===== src/design/ufc_pkg.sv =====
/*
 Constants, field positions and types shared by the UART channel data path.
 Assumes one system clock and a 16X sampling enable derived from it.
*/
// How it works
// - Each written byte goes out as start, data LSB first, parity, stop.
// - With FIFO enabled every holding write lands in the 64-byte transmit FIFO.
// - Non-FIFO: holding-empty sets on move to shifter; raises transmit-empty interrupt.
// - Non-FIFO: transmitter-empty sets only when the shifter is idle.
// - FIFO: holding-empty means FIFO empty; interrupt when level under trigger.
// - FIFO: transmitter-empty needs both FIFO and shifter empty.
// - Falling edge starts count; after eight ticks start bit checked still low.
// - Bits sampled mid-bit; parity, framing, break reported for the head byte.
// - Receive FIFO holds 64 entries of eight data plus three error bits.
// - Reading receive holding pops the FIFO and refreshes error status a clock later.
// - Data-ready interrupt per character or at FIFO trigger level.
// - Timeout when data waits four word lengths plus twelve bit times.
// - Channel holding locations at 0x00, 0x10, 0x20, 0x30; byte accesses only.
// - Modem-control select bit picks RTS/CTS or DTR/DSR pair.
// - Enhanced-feature bit lets receive fill level drive the RTS or DTR output.
// - Tables A to C: deassert at next trigger up, reassert at next down.
// - Table D: deassert at trigger plus hysteresis, reassert below trigger minus it.
// - Receiver keeps storing characters after deassertion until the FIFO is full.
// - Each RTS/DTR output transition sets the interrupt source bit when enabled.
// - CTS/DSR high stops transmit after the current stop bit; low resumes.
// - Each CTS/DSR input transition sets the interrupt source bit when enabled.
// - One bit time is sixteen periods of the 16X sampling enable.
package ufc_pkg;
    localparam int FIFO_DEPTH = 64;
    localparam int LVL_W = 7;
    localparam logic [7:0] CH0_OFFSET = 8'h00;
    localparam logic [7:0] CH1_OFFSET = 8'h10;
    localparam logic [7:0] CH2_OFFSET = 8'h20;
    localparam logic [7:0] CH3_OFFSET = 8'h30;
    localparam int TICKS_PER_BIT = 16;
    localparam logic [3:0] TICK_LAST = 4'hf;
    localparam logic [3:0] START_MID = 4'h7;
    localparam int MIN_WORD_BITS = 5;
    localparam int TIMEOUT_WORDS = 4;
    localparam int TIMEOUT_EXTRA_BITS = 12;
    localparam int LCR_WLEN_LSB = 0;
    localparam int LCR_STOP2 = 2;
    localparam int LCR_PAR_EN = 3;
    localparam int LCR_PAR_EVEN = 4;
    localparam int LSR_DATA_READY = 0;
    localparam int LSR_PAR_ERR = 2;
    localparam int LSR_FRM_ERR = 3;
    localparam int LSR_BREAK = 4;
    localparam int LSR_THR_EMPTY = 5;
    localparam int LSR_TX_EMPTY = 6;
    localparam int IER_RX_DATA = 0;
    localparam int IER_TX_EMPTY = 1;
    localparam int IER_RTS_INT = 6;
    localparam int IER_CTS_INT = 7;
    localparam int FCR_FIFO_EN = 0;
    localparam int MCR_DTR = 0;
    localparam int MCR_RTS = 1;
    localparam int MCR_FLOW_SEL = 2;
    localparam int EFR_UNLOCK = 4;
    localparam int EFR_AUTO_RTS = 6;
    localparam int EFR_AUTO_CTS = 7;
    localparam int ISR_RX_DATA = 0;
    localparam int ISR_TX_EMPTY = 1;
    localparam int ISR_RX_TIMEOUT = 2;
    localparam int ISR_FLOW = 5;

    typedef struct packed {
        logic brk;
        logic frm;
        logic par;
        logic [7:0] data;
    } ufc_rx_entry_t;

    typedef enum {TX_IDLE, TX_START, TX_DATA, TX_PARITY, TX_STOP} ufc_tx_state_t;
    typedef enum {RX_IDLE, RX_START, RX_DATA, RX_PARITY, RX_STOP} ufc_rx_state_t;
endpackage


===== src/design/ufc_fifo.sv =====
/*
 Synchronous FIFO with valid/ready on both sides and a fill level.
 Assumes DEPTH is a power of two; limit_one_i shrinks it to one word.
*/
`timescale 1ns/100ps
module ufc_fifo #(
    parameter int WIDTH = 8,
    parameter int DEPTH = 64,
    parameter int AW = $clog2(DEPTH)
) (
    input wire logic clk_i,
    input wire logic arst_n_i,
    input wire logic limit_one_i,
    input wire logic in_valid_i,
    output logic in_ready_o,
    input wire logic [WIDTH-1:0] in_data_i,
    output logic out_valid_o,
    input wire logic out_ready_i,
    output logic [WIDTH-1:0] out_data_o,
    output logic [AW:0] level_o
);
    logic [WIDTH-1:0] mem [DEPTH];
    logic [AW-1:0] wr_ptr_ff;
    logic [AW-1:0] rd_ptr_ff;
    logic [AW:0] count_ff;
    logic push;
    logic pop;

    assign out_valid_o = (count_ff != '0);
    assign in_ready_o = limit_one_i ? (count_ff == '0) : (count_ff != (AW+1)'(DEPTH));
    assign push = in_valid_i & in_ready_o;
    assign pop = out_valid_o & out_ready_i;
    assign out_data_o = mem[rd_ptr_ff];
    assign level_o = count_ff;

    always_ff @(posedge clk_i) begin
        if (push) begin
            mem[wr_ptr_ff] <= in_data_i;
        end
    end

    always_ff @(posedge clk_i or negedge arst_n_i) begin
        if (!arst_n_i) begin
            wr_ptr_ff <= '0;
            rd_ptr_ff <= '0;
            count_ff <= '0;
        end else begin
            wr_ptr_ff <= push ? AW'(wr_ptr_ff + 1'b1) : wr_ptr_ff;
            rd_ptr_ff <= pop ? AW'(rd_ptr_ff + 1'b1) : rd_ptr_ff;
            count_ff <= (AW+1)'(count_ff + (AW+1)'(push) - (AW+1)'(pop));
        end
    end
endmodule


===== src/design/ufc_channel.sv =====
/*
 One UART channel data path: holding locations on the byte bus, transmit and
 receive FIFOs, serialiser, receiver, timeout and automatic flow control.
 Assumes all inputs synchronous to CLK_SYS_I; configuration bytes are held
 by registers outside this block.
*/
`timescale 1ns/100ps
module ufc_channel
    import ufc_pkg::*;
#(
    parameter logic [7:0] CH_BASE = CH0_OFFSET
) (
    input wire logic CLK_SYS_I,
    input wire logic ARST_N_I,
    input wire logic [7:0] BUS_ADDR_I,
    input wire logic BUS_WR_I,
    input wire logic BUS_RD_I,
    input wire logic [7:0] BUS_WDATA_I,
    output logic [7:0] BUS_RDATA_O,
    output logic BUS_WR_READY_O,
    input wire logic [7:0] LINE_CONTROL_I,
    input wire logic [7:0] FIFO_CONTROL_I,
    input wire logic [7:0] INT_ENABLE_I,
    input wire logic [7:0] MODEM_CONTROL_I,
    input wire logic [7:0] ENH_FEATURE_I,
    input wire logic [7:0] FEATURE_CONTROL_I,
    input wire logic TRIG_TABLE_D_I,
    input wire logic [6:0] RX_TRIGGER_I,
    input wire logic [6:0] RX_TRIG_UP_I,
    input wire logic [6:0] RX_TRIG_DOWN_I,
    input wire logic [6:0] TX_TRIGGER_I,
    input wire logic [15:0] BAUD_DIVISOR_I,
    input wire logic FLOW_INT_CLR_I,
    output logic TX_O,
    input wire logic RX_I,
    output logic RTS_N_O,
    output logic DTR_N_O,
    input wire logic CTS_N_I,
    input wire logic DSR_N_I,
    output logic [7:0] LINE_STATUS_O,
    output logic [7:0] INT_SOURCE_O
);
    ////////////////////////////////////////////////////////////////////////////
    // Configuration decode
    wire fifo_en = FIFO_CONTROL_I[FCR_FIFO_EN];
    wire [1:0] wlen = LINE_CONTROL_I[LCR_WLEN_LSB +: 2];
    wire [2:0] last_bit = 3'(MIN_WORD_BITS - 1) + 3'(wlen);
    wire par_en = LINE_CONTROL_I[LCR_PAR_EN];
    wire par_even = LINE_CONTROL_I[LCR_PAR_EVEN];
    wire two_stop = LINE_CONTROL_I[LCR_STOP2];
    wire use_dtr = MODEM_CONTROL_I[MCR_FLOW_SEL];
    wire auto_rts = ENH_FEATURE_I[EFR_AUTO_RTS];
    wire auto_cts = ENH_FEATURE_I[EFR_AUTO_CTS];
    wire ext_int = ENH_FEATURE_I[EFR_UNLOCK];
    wire [3:0] hyst = FEATURE_CONTROL_I[3:0];

    ////////////////////////////////////////////////////////////////////////////
    // 16X sampling enable
    logic [15:0] baud_cnt_ff;
    wire [15:0] baud_inc = 16'(baud_cnt_ff + 16'h1);
    wire tick16 = (baud_inc >= BAUD_DIVISOR_I);

    always_ff @(posedge CLK_SYS_I or negedge ARST_N_I) begin
        if (!ARST_N_I) begin
            baud_cnt_ff <= '0;
        end else begin
            baud_cnt_ff <= tick16 ? '0 : baud_inc;
        end
    end

    ////////////////////////////////////////////////////////////////////////////
    // Bus decode and FIFOs
    wire hit = (BUS_ADDR_I == CH_BASE);
    wire tx_in_ready;
    wire tx_valid;
    wire [7:0] tx_head;
    wire [LVL_W-1:0] tx_lvl;
    logic tx_pop;
    wire wr_take = hit & BUS_WR_I;
    wire rd_take = hit & BUS_RD_I;
    wire rx_valid;
    wire rx_in_ready;
    ufc_rx_entry_t rx_head;
    ufc_rx_entry_t rx_entry;
    wire [LVL_W-1:0] rx_lvl;
    logic rx_push;

    assign BUS_WR_READY_O = tx_in_ready;

    ufc_fifo #(.WIDTH(8), .DEPTH(FIFO_DEPTH)) u_tx_fifo (
        .clk_i(CLK_SYS_I),
        .arst_n_i(ARST_N_I),
        .limit_one_i(!fifo_en),
        .in_valid_i(wr_take),
        .in_ready_o(tx_in_ready),
        .in_data_i(BUS_WDATA_I),
        .out_valid_o(tx_valid),
        .out_ready_i(tx_pop),
        .out_data_o(tx_head),
        .level_o(tx_lvl)
    );

    ufc_fifo #(.WIDTH($bits(ufc_rx_entry_t)), .DEPTH(FIFO_DEPTH)) u_rx_fifo (
        .clk_i(CLK_SYS_I),
        .arst_n_i(ARST_N_I),
        .limit_one_i(!fifo_en),
        .in_valid_i(rx_push),
        .in_ready_o(rx_in_ready),
        .in_data_i(rx_entry),
        .out_valid_o(rx_valid),
        .out_ready_i(rd_take),
        .out_data_o(rx_head),
        .level_o(rx_lvl)
    );

    ////////////////////////////////////////////////////////////////////////////
    // Transmitter
    ufc_tx_state_t tx_state_ff, nxt_tx_state;
    logic [3:0] tx_tick_ff, nxt_tx_tick;
    logic [7:0] tx_shift_ff, nxt_tx_shift;
    logic [2:0] tx_bit_ff, nxt_tx_bit;
    logic tx_par_ff, nxt_tx_par;
    logic tx_stop_ff, nxt_tx_stop;
    logic tx_line_ff, nxt_tx_line;
    wire cts_in = use_dtr ? DSR_N_I : CTS_N_I;
    wire cts_hold = auto_cts & cts_in;
    wire tx_bit_end = tick16 & (tx_tick_ff == TICK_LAST);

    always_comb begin
        nxt_tx_state = tx_state_ff;
        nxt_tx_tick = tx_tick_ff;
        nxt_tx_shift = tx_shift_ff;
        nxt_tx_bit = tx_bit_ff;
        nxt_tx_par = tx_par_ff;
        nxt_tx_stop = tx_stop_ff;
        nxt_tx_line = tx_line_ff;
        tx_pop = 1'b0;
        if (tick16) begin
            nxt_tx_tick = 4'(tx_tick_ff + 4'h1);
        end
        case (tx_state_ff)
            TX_IDLE: begin
                nxt_tx_tick = '0;
                nxt_tx_line = 1'b1;
                if (tick16 && tx_valid && !cts_hold) begin
                    tx_pop = 1'b1;
                    nxt_tx_shift = tx_head;
                    nxt_tx_par = !par_even;
                    nxt_tx_line = 1'b0;
                    nxt_tx_state = TX_START;
                end
            end
            TX_START: begin
                if (tx_bit_end) begin
                    nxt_tx_line = tx_shift_ff[0];
                    nxt_tx_bit = '0;
                    nxt_tx_state = TX_DATA;
                end
            end
            TX_DATA: begin
                if (tx_bit_end) begin
                    nxt_tx_par = tx_par_ff ^ tx_shift_ff[0];
                    nxt_tx_shift = {1'b0, tx_shift_ff[7:1]};
                    nxt_tx_bit = 3'(tx_bit_ff + 3'h1);
                    nxt_tx_line = tx_shift_ff[1];
                    nxt_tx_stop = 1'b0;
                    if (tx_bit_ff == last_bit) begin
                        nxt_tx_line = par_en ? (tx_par_ff ^ tx_shift_ff[0]) : 1'b1;
                        nxt_tx_state = par_en ? TX_PARITY : TX_STOP;
                    end
                end
            end
            TX_PARITY: begin
                if (tx_bit_end) begin
                    nxt_tx_line = 1'b1;
                    nxt_tx_state = TX_STOP;
                end
            end
            TX_STOP: begin
                if (tx_bit_end) begin
                    nxt_tx_stop = 1'b1;
                    if (!two_stop || tx_stop_ff) begin
                        nxt_tx_state = TX_IDLE;
                    end
                end
            end
            default: begin
                nxt_tx_state = TX_IDLE;
            end
        endcase
    end

    always_ff @(posedge CLK_SYS_I or negedge ARST_N_I) begin
        if (!ARST_N_I) begin
            tx_state_ff <= TX_IDLE;
            tx_tick_ff <= '0;
            tx_shift_ff <= '0;
            tx_bit_ff <= '0;
            tx_par_ff <= 1'b0;
            tx_stop_ff <= 1'b0;
            tx_line_ff <= 1'b1;
        end else begin
            tx_state_ff <= nxt_tx_state;
            tx_tick_ff <= nxt_tx_tick;
            tx_shift_ff <= nxt_tx_shift;
            tx_bit_ff <= nxt_tx_bit;
            tx_par_ff <= nxt_tx_par;
            tx_stop_ff <= nxt_tx_stop;
            tx_line_ff <= nxt_tx_line;
        end
    end

    assign TX_O = tx_line_ff;

    ////////////////////////////////////////////////////////////////////////////
    // Receiver
    ufc_rx_state_t rx_state_ff, nxt_rx_state;
    logic [3:0] rx_tick_ff, nxt_rx_tick;
    logic [7:0] rx_data_ff, nxt_rx_data;
    logic [2:0] rx_bit_ff, nxt_rx_bit;
    logic rx_par_ff, nxt_rx_par;
    logic rx_perr_ff, nxt_rx_perr;
    logic rx_ones_ff, nxt_rx_ones;
    logic rx_prev_ff;
    wire rx_bit_end = tick16 & (rx_tick_ff == TICK_LAST);

    always_comb begin
        nxt_rx_state = rx_state_ff;
        nxt_rx_tick = rx_tick_ff;
        nxt_rx_data = rx_data_ff;
        nxt_rx_bit = rx_bit_ff;
        nxt_rx_par = rx_par_ff;
        nxt_rx_perr = rx_perr_ff;
        nxt_rx_ones = rx_ones_ff;
        rx_push = 1'b0;
        rx_entry = '{brk: !(rx_ones_ff | RX_I), frm: !RX_I, par: rx_perr_ff, data: rx_data_ff};
        if (tick16) begin
            nxt_rx_tick = 4'(rx_tick_ff + 4'h1);
        end
        case (rx_state_ff)
            RX_IDLE: begin
                nxt_rx_tick = '0;
                if (tick16 && rx_prev_ff && !RX_I) begin
                    nxt_rx_state = RX_START;
                end
            end
            RX_START: begin
                if (tick16 && rx_tick_ff == START_MID) begin
                    nxt_rx_tick = '0;
                    nxt_rx_bit = '0;
                    nxt_rx_data = '0;
                    nxt_rx_par = !par_even;
                    nxt_rx_perr = 1'b0;
                    nxt_rx_ones = 1'b0;
                    nxt_rx_state = RX_I ? RX_IDLE : RX_DATA;
                end
            end
            RX_DATA: begin
                if (rx_bit_end) begin
                    nxt_rx_data[rx_bit_ff] = RX_I;
                    nxt_rx_par = rx_par_ff ^ RX_I;
                    nxt_rx_ones = rx_ones_ff | RX_I;
                    nxt_rx_bit = 3'(rx_bit_ff + 3'h1);
                    if (rx_bit_ff == last_bit) begin
                        nxt_rx_state = par_en ? RX_PARITY : RX_STOP;
                    end
                end
            end
            RX_PARITY: begin
                if (rx_bit_end) begin
                    nxt_rx_perr = rx_par_ff ^ RX_I;
                    nxt_rx_ones = rx_ones_ff | RX_I;
                    nxt_rx_state = RX_STOP;
                end
            end
            RX_STOP: begin
                if (rx_bit_end) begin
                    rx_push = 1'b1;
                    nxt_rx_state = RX_IDLE;
                end
            end
            default: begin
                nxt_rx_state = RX_IDLE;
            end
        endcase
    end

    always_ff @(posedge CLK_SYS_I or negedge ARST_N_I) begin
        if (!ARST_N_I) begin
            rx_state_ff <= RX_IDLE;
            rx_tick_ff <= '0;
            rx_data_ff <= '0;
            rx_bit_ff <= '0;
            rx_par_ff <= 1'b0;
            rx_perr_ff <= 1'b0;
            rx_ones_ff <= 1'b0;
            rx_prev_ff <= 1'b1;
        end else begin
            rx_state_ff <= nxt_rx_state;
            rx_tick_ff <= nxt_rx_tick;
            rx_data_ff <= nxt_rx_data;
            rx_bit_ff <= nxt_rx_bit;
            rx_par_ff <= nxt_rx_par;
            rx_perr_ff <= nxt_rx_perr;
            rx_ones_ff <= nxt_rx_ones;
            rx_prev_ff <= tick16 ? RX_I : rx_prev_ff;
        end
    end

    ////////////////////////////////////////////////////////////////////////////
    // Receive timeout, counted in 16X ticks
    logic [10:0] to_cnt_ff;
    logic to_flag_ff;
    wire [10:0] to_limit = 11'((TIMEOUT_WORDS * (MIN_WORD_BITS + int'(wlen)) + TIMEOUT_EXTRA_BITS) * TICKS_PER_BIT);
    wire to_restart = rx_push | rd_take | !rx_valid;
    wire to_hit = tick16 & (to_cnt_ff == to_limit);

    always_ff @(posedge CLK_SYS_I or negedge ARST_N_I) begin
        if (!ARST_N_I) begin
            to_cnt_ff <= '0;
            to_flag_ff <= 1'b0;
        end else begin
            to_cnt_ff <= to_restart ? '0 : (tick16 && !to_flag_ff) ? 11'(to_cnt_ff + 11'h1) : to_cnt_ff;
            to_flag_ff <= to_restart ? 1'b0 : (to_flag_ff | to_hit);
        end
    end

    ////////////////////////////////////////////////////////////////////////////
    // Automatic receive flow control
    logic flow_ok_ff;
    wire [7:0] hi_d = 8'(RX_TRIGGER_I) + 8'(hyst);
    wire [7:0] hi_mark = TRIG_TABLE_D_I ? hi_d : 8'(RX_TRIG_UP_I);
    wire lvl_high = (8'(rx_lvl) >= hi_mark);
    wire lvl_low_d = ((8'(rx_lvl) + 8'(hyst)) < 8'(RX_TRIGGER_I));
    wire lvl_low = TRIG_TABLE_D_I ? lvl_low_d : (rx_lvl <= RX_TRIG_DOWN_I);
    wire rts_grant = !auto_rts | flow_ok_ff;
    // Host bit is the master switch; auto flow only gates it
    wire rts_on = MODEM_CONTROL_I[MCR_RTS] & (use_dtr | rts_grant);
    wire dtr_on = MODEM_CONTROL_I[MCR_DTR] & (!use_dtr | rts_grant);
    logic rts_n_ff;
    logic dtr_n_ff;
    logic cts_prev_ff;
    logic flow_int_ff;
    wire sel_out_n = use_dtr ? dtr_n_ff : rts_n_ff;
    wire sel_out_nxt = use_dtr ? !dtr_on : !rts_on;
    wire out_edge = INT_ENABLE_I[IER_RTS_INT] & ext_int & (sel_out_nxt != sel_out_n);
    wire in_edge = INT_ENABLE_I[IER_CTS_INT] & ext_int & (cts_in != cts_prev_ff);

    always_ff @(posedge CLK_SYS_I or negedge ARST_N_I) begin
        if (!ARST_N_I) begin
            flow_ok_ff <= 1'b1;
            rts_n_ff <= 1'b1;
            dtr_n_ff <= 1'b1;
            cts_prev_ff <= 1'b1;
            flow_int_ff <= 1'b0;
        end else begin
            flow_ok_ff <= flow_ok_ff ? !lvl_high : lvl_low;
            rts_n_ff <= !rts_on;
            dtr_n_ff <= !dtr_on;
            cts_prev_ff <= cts_in;
            // Set wins over a same-cycle clear
            flow_int_ff <= out_edge | in_edge | (flow_int_ff & !FLOW_INT_CLR_I);
        end
    end

    assign RTS_N_O = rts_n_ff;
    assign DTR_N_O = dtr_n_ff;

    ////////////////////////////////////////////////////////////////////////////
    // Status and read data
    logic [7:0] rdata_ff;
    logic [7:0] lsr_ff;
    logic [7:0] isr_ff;
    logic [7:0] lsr_nxt;
    logic [7:0] isr_nxt;
    wire thr_empty = !tx_valid;
    wire tx_all_empty = thr_empty & (tx_state_ff == TX_IDLE);
    wire tx_int = fifo_en ? (tx_lvl < TX_TRIGGER_I) : thr_empty;
    wire rx_int = fifo_en ? (rx_lvl >= RX_TRIGGER_I) & rx_valid : rx_valid;

    always_comb begin
        lsr_nxt = '0;
        lsr_nxt[LSR_DATA_READY] = rx_valid;
        lsr_nxt[LSR_PAR_ERR] = rx_valid & rx_head.par;
        lsr_nxt[LSR_FRM_ERR] = rx_valid & rx_head.frm;
        lsr_nxt[LSR_BREAK] = rx_valid & rx_head.brk;
        lsr_nxt[LSR_THR_EMPTY] = thr_empty;
        lsr_nxt[LSR_TX_EMPTY] = tx_all_empty;
        isr_nxt = '0;
        isr_nxt[ISR_RX_DATA] = INT_ENABLE_I[IER_RX_DATA] & rx_int;
        isr_nxt[ISR_TX_EMPTY] = INT_ENABLE_I[IER_TX_EMPTY] & tx_int;
        isr_nxt[ISR_RX_TIMEOUT] = INT_ENABLE_I[IER_RX_DATA] & to_flag_ff;
        isr_nxt[ISR_FLOW] = flow_int_ff;
    end

    always_ff @(posedge CLK_SYS_I or negedge ARST_N_I) begin
        if (!ARST_N_I) begin
            rdata_ff <= '0;
            lsr_ff <= '0;
            isr_ff <= '0;
        end else begin
            rdata_ff <= rd_take ? (rx_valid ? rx_head.data : '0) : rdata_ff;
            lsr_ff <= lsr_nxt;
            isr_ff <= isr_nxt;
        end
    end

    assign BUS_RDATA_O = rdata_ff;
    assign LINE_STATUS_O = lsr_ff;
    assign INT_SOURCE_O = isr_ff;
endmodule


===== config.mk =====
export PLATFORM = sky130hd
export DESIGN_NAME = ufc_channel
export DESIGN_NICKNAME = d
export VERILOG_FILES = /design/src/design/ufc_pkg.sv /design/src/design/ufc_fifo.sv /design/src/design/ufc_channel.sv
export SDC_FILE = /design/constraint.sdc
export NUM_CORES = 2
export LEC_CHECK = 0
export ABC_AREA = 1
export BUFFER_PORTS_ARGS = -buffer_cell sky130_fd_sc_hd__buf_2
export CAP_MARGIN = 10
export CORE_MARGIN = 3
export CORE_UTILIZATION = 30
export DETAILED_ROUTE_END_ITERATION = 8
export PLACE_DENSITY = 0.48
export SYNTH_ARGS = -nofsm -noshare
export SYNTH_HDL_FRONTEND = slang
export SYNTH_SLANG_ARGS = --single-unit

===== constraint.sdc =====
create_clock -name CLK_SYS_I -period 4.01 [get_ports CLK_SYS_I]
set_input_delay 0.802 -clock CLK_SYS_I [delete_from_list [all_inputs] [get_ports CLK_SYS_I]]
set_output_delay 0.802 -clock CLK_SYS_I [all_outputs]
set_load 0.1 [all_outputs]

==> qor.txt <==
Number of synthesized flops with an enable pin -> 1216
H-tree lvl count -> 4
CP Data Required Time -> 4.68 ns
Layout cells sized above 1 -> 13.9%
Crit path kind -> flop to flop
Fin crit share -> 101%
Most frequent cells in the layout -> 1216 x edfxtp_1, 891 x nor2_1, 863 x nand2_1, 512 x o21ai_0, 335 x nand3_1
Slew margin rel. -> 26.0%
Final wirelength -> 168000 um
Most common cell after layout, fill and taps aside -> edfxtp_1
# rows -> 160
Top FF cell, synth -> edfxtp_1
Hold Worst Slack -> 0.190 ns
CP most frequent cell -> inv_2
Total leakage power -> 26.1 nW
Synth Register Bits -> 1348
Worst skew pair latency -> 0.81 ns
Avg Cell Area, Syn -> 11.3 sq um
CP max stage delay -> 0.39 ns
HPWL Detailed -> 103000 um
Top cells by area, synth -> edfxtp_1 63%, nor2_1 5.9%, nand2_1 5.6%, dfrtp_1 5.5%, o21ai_0 4.5%
Post-Synthesis Cells -> 5125
Drt first-iter violations -> 3511
Crit-path slowest cell -> dfrtp_1
Outcome -> complete, but fails checks
CTS max path bufs -> 3
Max capacitance violation total -> 0
First-pass GRT wire length -> 248000 um
Synth warn -> 0
Worst-case clock skew -> 0.0445 ns
Achievable Freq -> 0.247 GHz
Worst Hold Class -> input pin to flop
Worst Path Buf+Inv -> 4
Area of the die -> 198000 sq um
Total clock buffers created by CTS -> 154
Setup violations, final -> 1
Num ports -> 145
Maximum VDD drop -> 361 uV
Data arrival time of the worst path -> 4.73 ns
Crit path launch type -> flop
Async SR Flop Fraction -> 9.79%
Slew @ Worst Pin -> 1.11 ns
Total iterations of the first detailed-routing run -> 5
Crit path time final -> 4.05 ns
CTS tree -> built
DP Area -> 62500 sq um
Cell accounting for the most synthesized area -> edfxtp_1
Die height -> 445 um
Die Wd -> 445 um
Initial Utilization -> 30.3%
Initial antenna violation count -> 5
Setup crit end kind -> flop
Post-route cell area -> 68100 sq um
Crit path max fanout -> 3
Seq/Total Area, Yosys -> 68.9%
Drt wl/cell -> 20.8 um
R2R cell count -> 27
Cell family with most CP delay -> simple AND/OR/NAND/NOR gates
Netlist cell types -> 51
RSZ-0062 raised after global routing -> true
Drc violations -> 0
Final Max Slew Viols -> 0
GRT Util Overall -> 16.5%
CTS Root Buffer Type -> clkbuf_16
Levels on crit path -> 27
RePlAce Congestion -> 0.842
Failing checks -> setup timing
Clock slew at reported path FFs -> 0.06 ns
Post-DR vias/cell -> 4.79
IO Port Bufs -> 110
Vias in the first global route -> 37264
Total core area -> 191000 sq um
Total chip power -> 33.1 mW
CTS sink cnt -> 1348
Vias -> 38659
Hold Path Depth -> 2
PD cells -> 486 nW/um^2
Net count, final -> 5640
Post-DRT Antenna Nets -> 0
Grt total ovfl -> 0
Top-area cell type share of the netlist area -> 63.2%
Final Hold Viols -> 0
Pin count of the biggest net entering global routing -> 127
Setup slack after layout -> -0.0422 ns
P&R area growth vs syn -> 17.7%
Synth Cell Area -> 57800 sq um
==> cells by family (layout without fill, tap and decap cells) <==
logic type | count (synthesis) | in the layout | synth area share [%]
buffers and inverters | 532 | 955 | 4.18
XOR/XNOR | 54 | 54 | 0.818
adder cells (fa/ha/maj) | 92 | 92 | 2.04
AND/OR/NAND/NOR | 2237 | 2237 | 15.9
multiplexers | 3 | 3 | 0.0519
other | 1 | 9 | 0.00649
AO/OA/AOI/OAI | 858 | 858 | 8.15
flip-flops | 1348 | 1348 | 68.9
==> final cells by class <==
class	instances	area, sq um
multi-input combinational	3250	15900
clock buffer	193	4030
fill	18731	123000
timing repair buffer	413	3240
antenna	3	7.51
clock inverter	85	872
tap	2511	3140
sequential	1348	39900
inverter	264	1000
==> worst paths after layout <==
check	startpoint	slack (ns)	endpoint
max reg2reg	baud_cnt_ff[0]	-0.04	u_tx_fifo.level_o[6]
max in group asynchronous	ARST_N_I	2.43	flow_ok_ff
min	MODEM_CONTROL_I[1]	0.19	RTS_N_O
min in group asynchronous	ARST_N_I	0.59	BUS_RDATA_O[6]
max	baud_cnt_ff[0]	-0.04	u_tx_fifo.level_o[6]
min reg2reg	flow_int_ff	0.38	INT_SOURCE_O[5]
==> sequential cells by signal, summed over array words and instances, names as in the netlist, 7 cells and up <==
register	cells
baud_cnt_ff	16
u_tx_fifo.mem	512
BUS_RDATA_O	8
to_cnt_ff	11
rx_data_ff	8
tx_shift_ff	8
u_rx_fifo.mem	704
u_rx_fifo.level_o	7
u_tx_fifo.level_o	7
==> metal layers <==
layer | global-route usage, % | vias to the layer above | wire length (um)
li1 | - | 18500 | -
met1 | 23.9 | 18972 | 78900
met2 | 26.2 | 1000 | 77600
met3 | 2.35 | 187 | 8360
met4 | 3.94 | 0 | 2930
met5 | 0 | - | 0
==> stage by stage <==
stage	setup slack [ns]	cells	TNS (ns)	utilization, %
3_3_place_gp	-0.204	7761	-0.524	32.8
4_1_cts	0.0393	8043	0	35.4
3_5_place_dp	-0.139	7761	-0.330	32.8
6_report	-0.0422	8067	-0.0422	35.7
5_1_grt	-0.349	8064	-34.26	35.7
2_1_floorplan	-0.00699	5130	-0.00699	-
==> power breakdown <==
| part | switching, mW | total [mW] | internal (mW) |
|---|---|---|---|
| sequential | 0.233 | 15.7 | 15.5 |
| clock | 5.96 | 13.6 | 7.68 |
| combinational | 2.51 | 3.73 | 1.22 |
==> worst reg2reg max path, cell delays in order (launching register included) <==
cell and delay, ns:
dfrtp_1 0.39, ha_2 0.21, nand2_2 0.06, inv_2 0.07, nand2_4 0.06, nor3_4 0.22, nand2_2 0.11, nor3_4 0.23
nand3_2 0.11, xor2_2 0.21, inv_2 0.07, ha_4 0.26, nand2_2 0.05, nor2_1 0.13, a21oi_2 0.09, nand2_4 0.13
nand2_4 0.07, nor2_4 0.11, ha_4 0.21, inv_2 0.06, ha_4 0.12, inv_2 0.04, fa_2 0.37, o21ai_2 0.18
nand2_1 0.09, a21oi_2 0.13, nor2_1 0.06, xor2_1 0.13
==> repair_timing <==
action / 4_1_cts / 5_1_grt
hold buffers: 1 / 0
pin swaps: 4 / 28
setup buffers: 3 / 7
endpoints found under the hold margin: 15 / 0
endpoints found under the setup margin: 4 / 237
cloned: 0 / 14
gates resized for setup: 3 / 136
==> synth_stat cells, types with 4 or more instances <==
| library cell | count |
|---|---|
| or2_2 | 31 |
| xor2_1 | 40 |
| nor2_2 | 4 |
| o22ai_1 | 67 |
| nor3_1 | 22 |
| nand3b_1 | 6 |
| inv_2 | 9 |
| o221ai_1 | 11 |
| buf_2 | 102 |
| a31oi_1 | 7 |
| buf_1 | 25 |
| o211ai_1 | 95 |
| inv_1 | 252 |
| nor2_4 | 5 |
| nand3_1 | 338 |
| dfstp_2 | 6 |
| a21oi_1 | 115 |
| nand2_1 | 868 |
| edfxtp_1 | 1216 |
| dfrtp_1 | 126 |
| o21ai_0 | 515 |
| buf_6 | 23 |
| nand4_1 | 28 |
| o21ai_1 | 34 |
| clkbuf_1 | 89 |
| nand2_2 | 11 |
| ha_1 | 88 |
| fa_1 | 4 |
| buf_4 | 26 |
| xnor2_1 | 14 |
| nor2_1 | 912 |
Note: power is estimated with default switching activity, not from simulation.
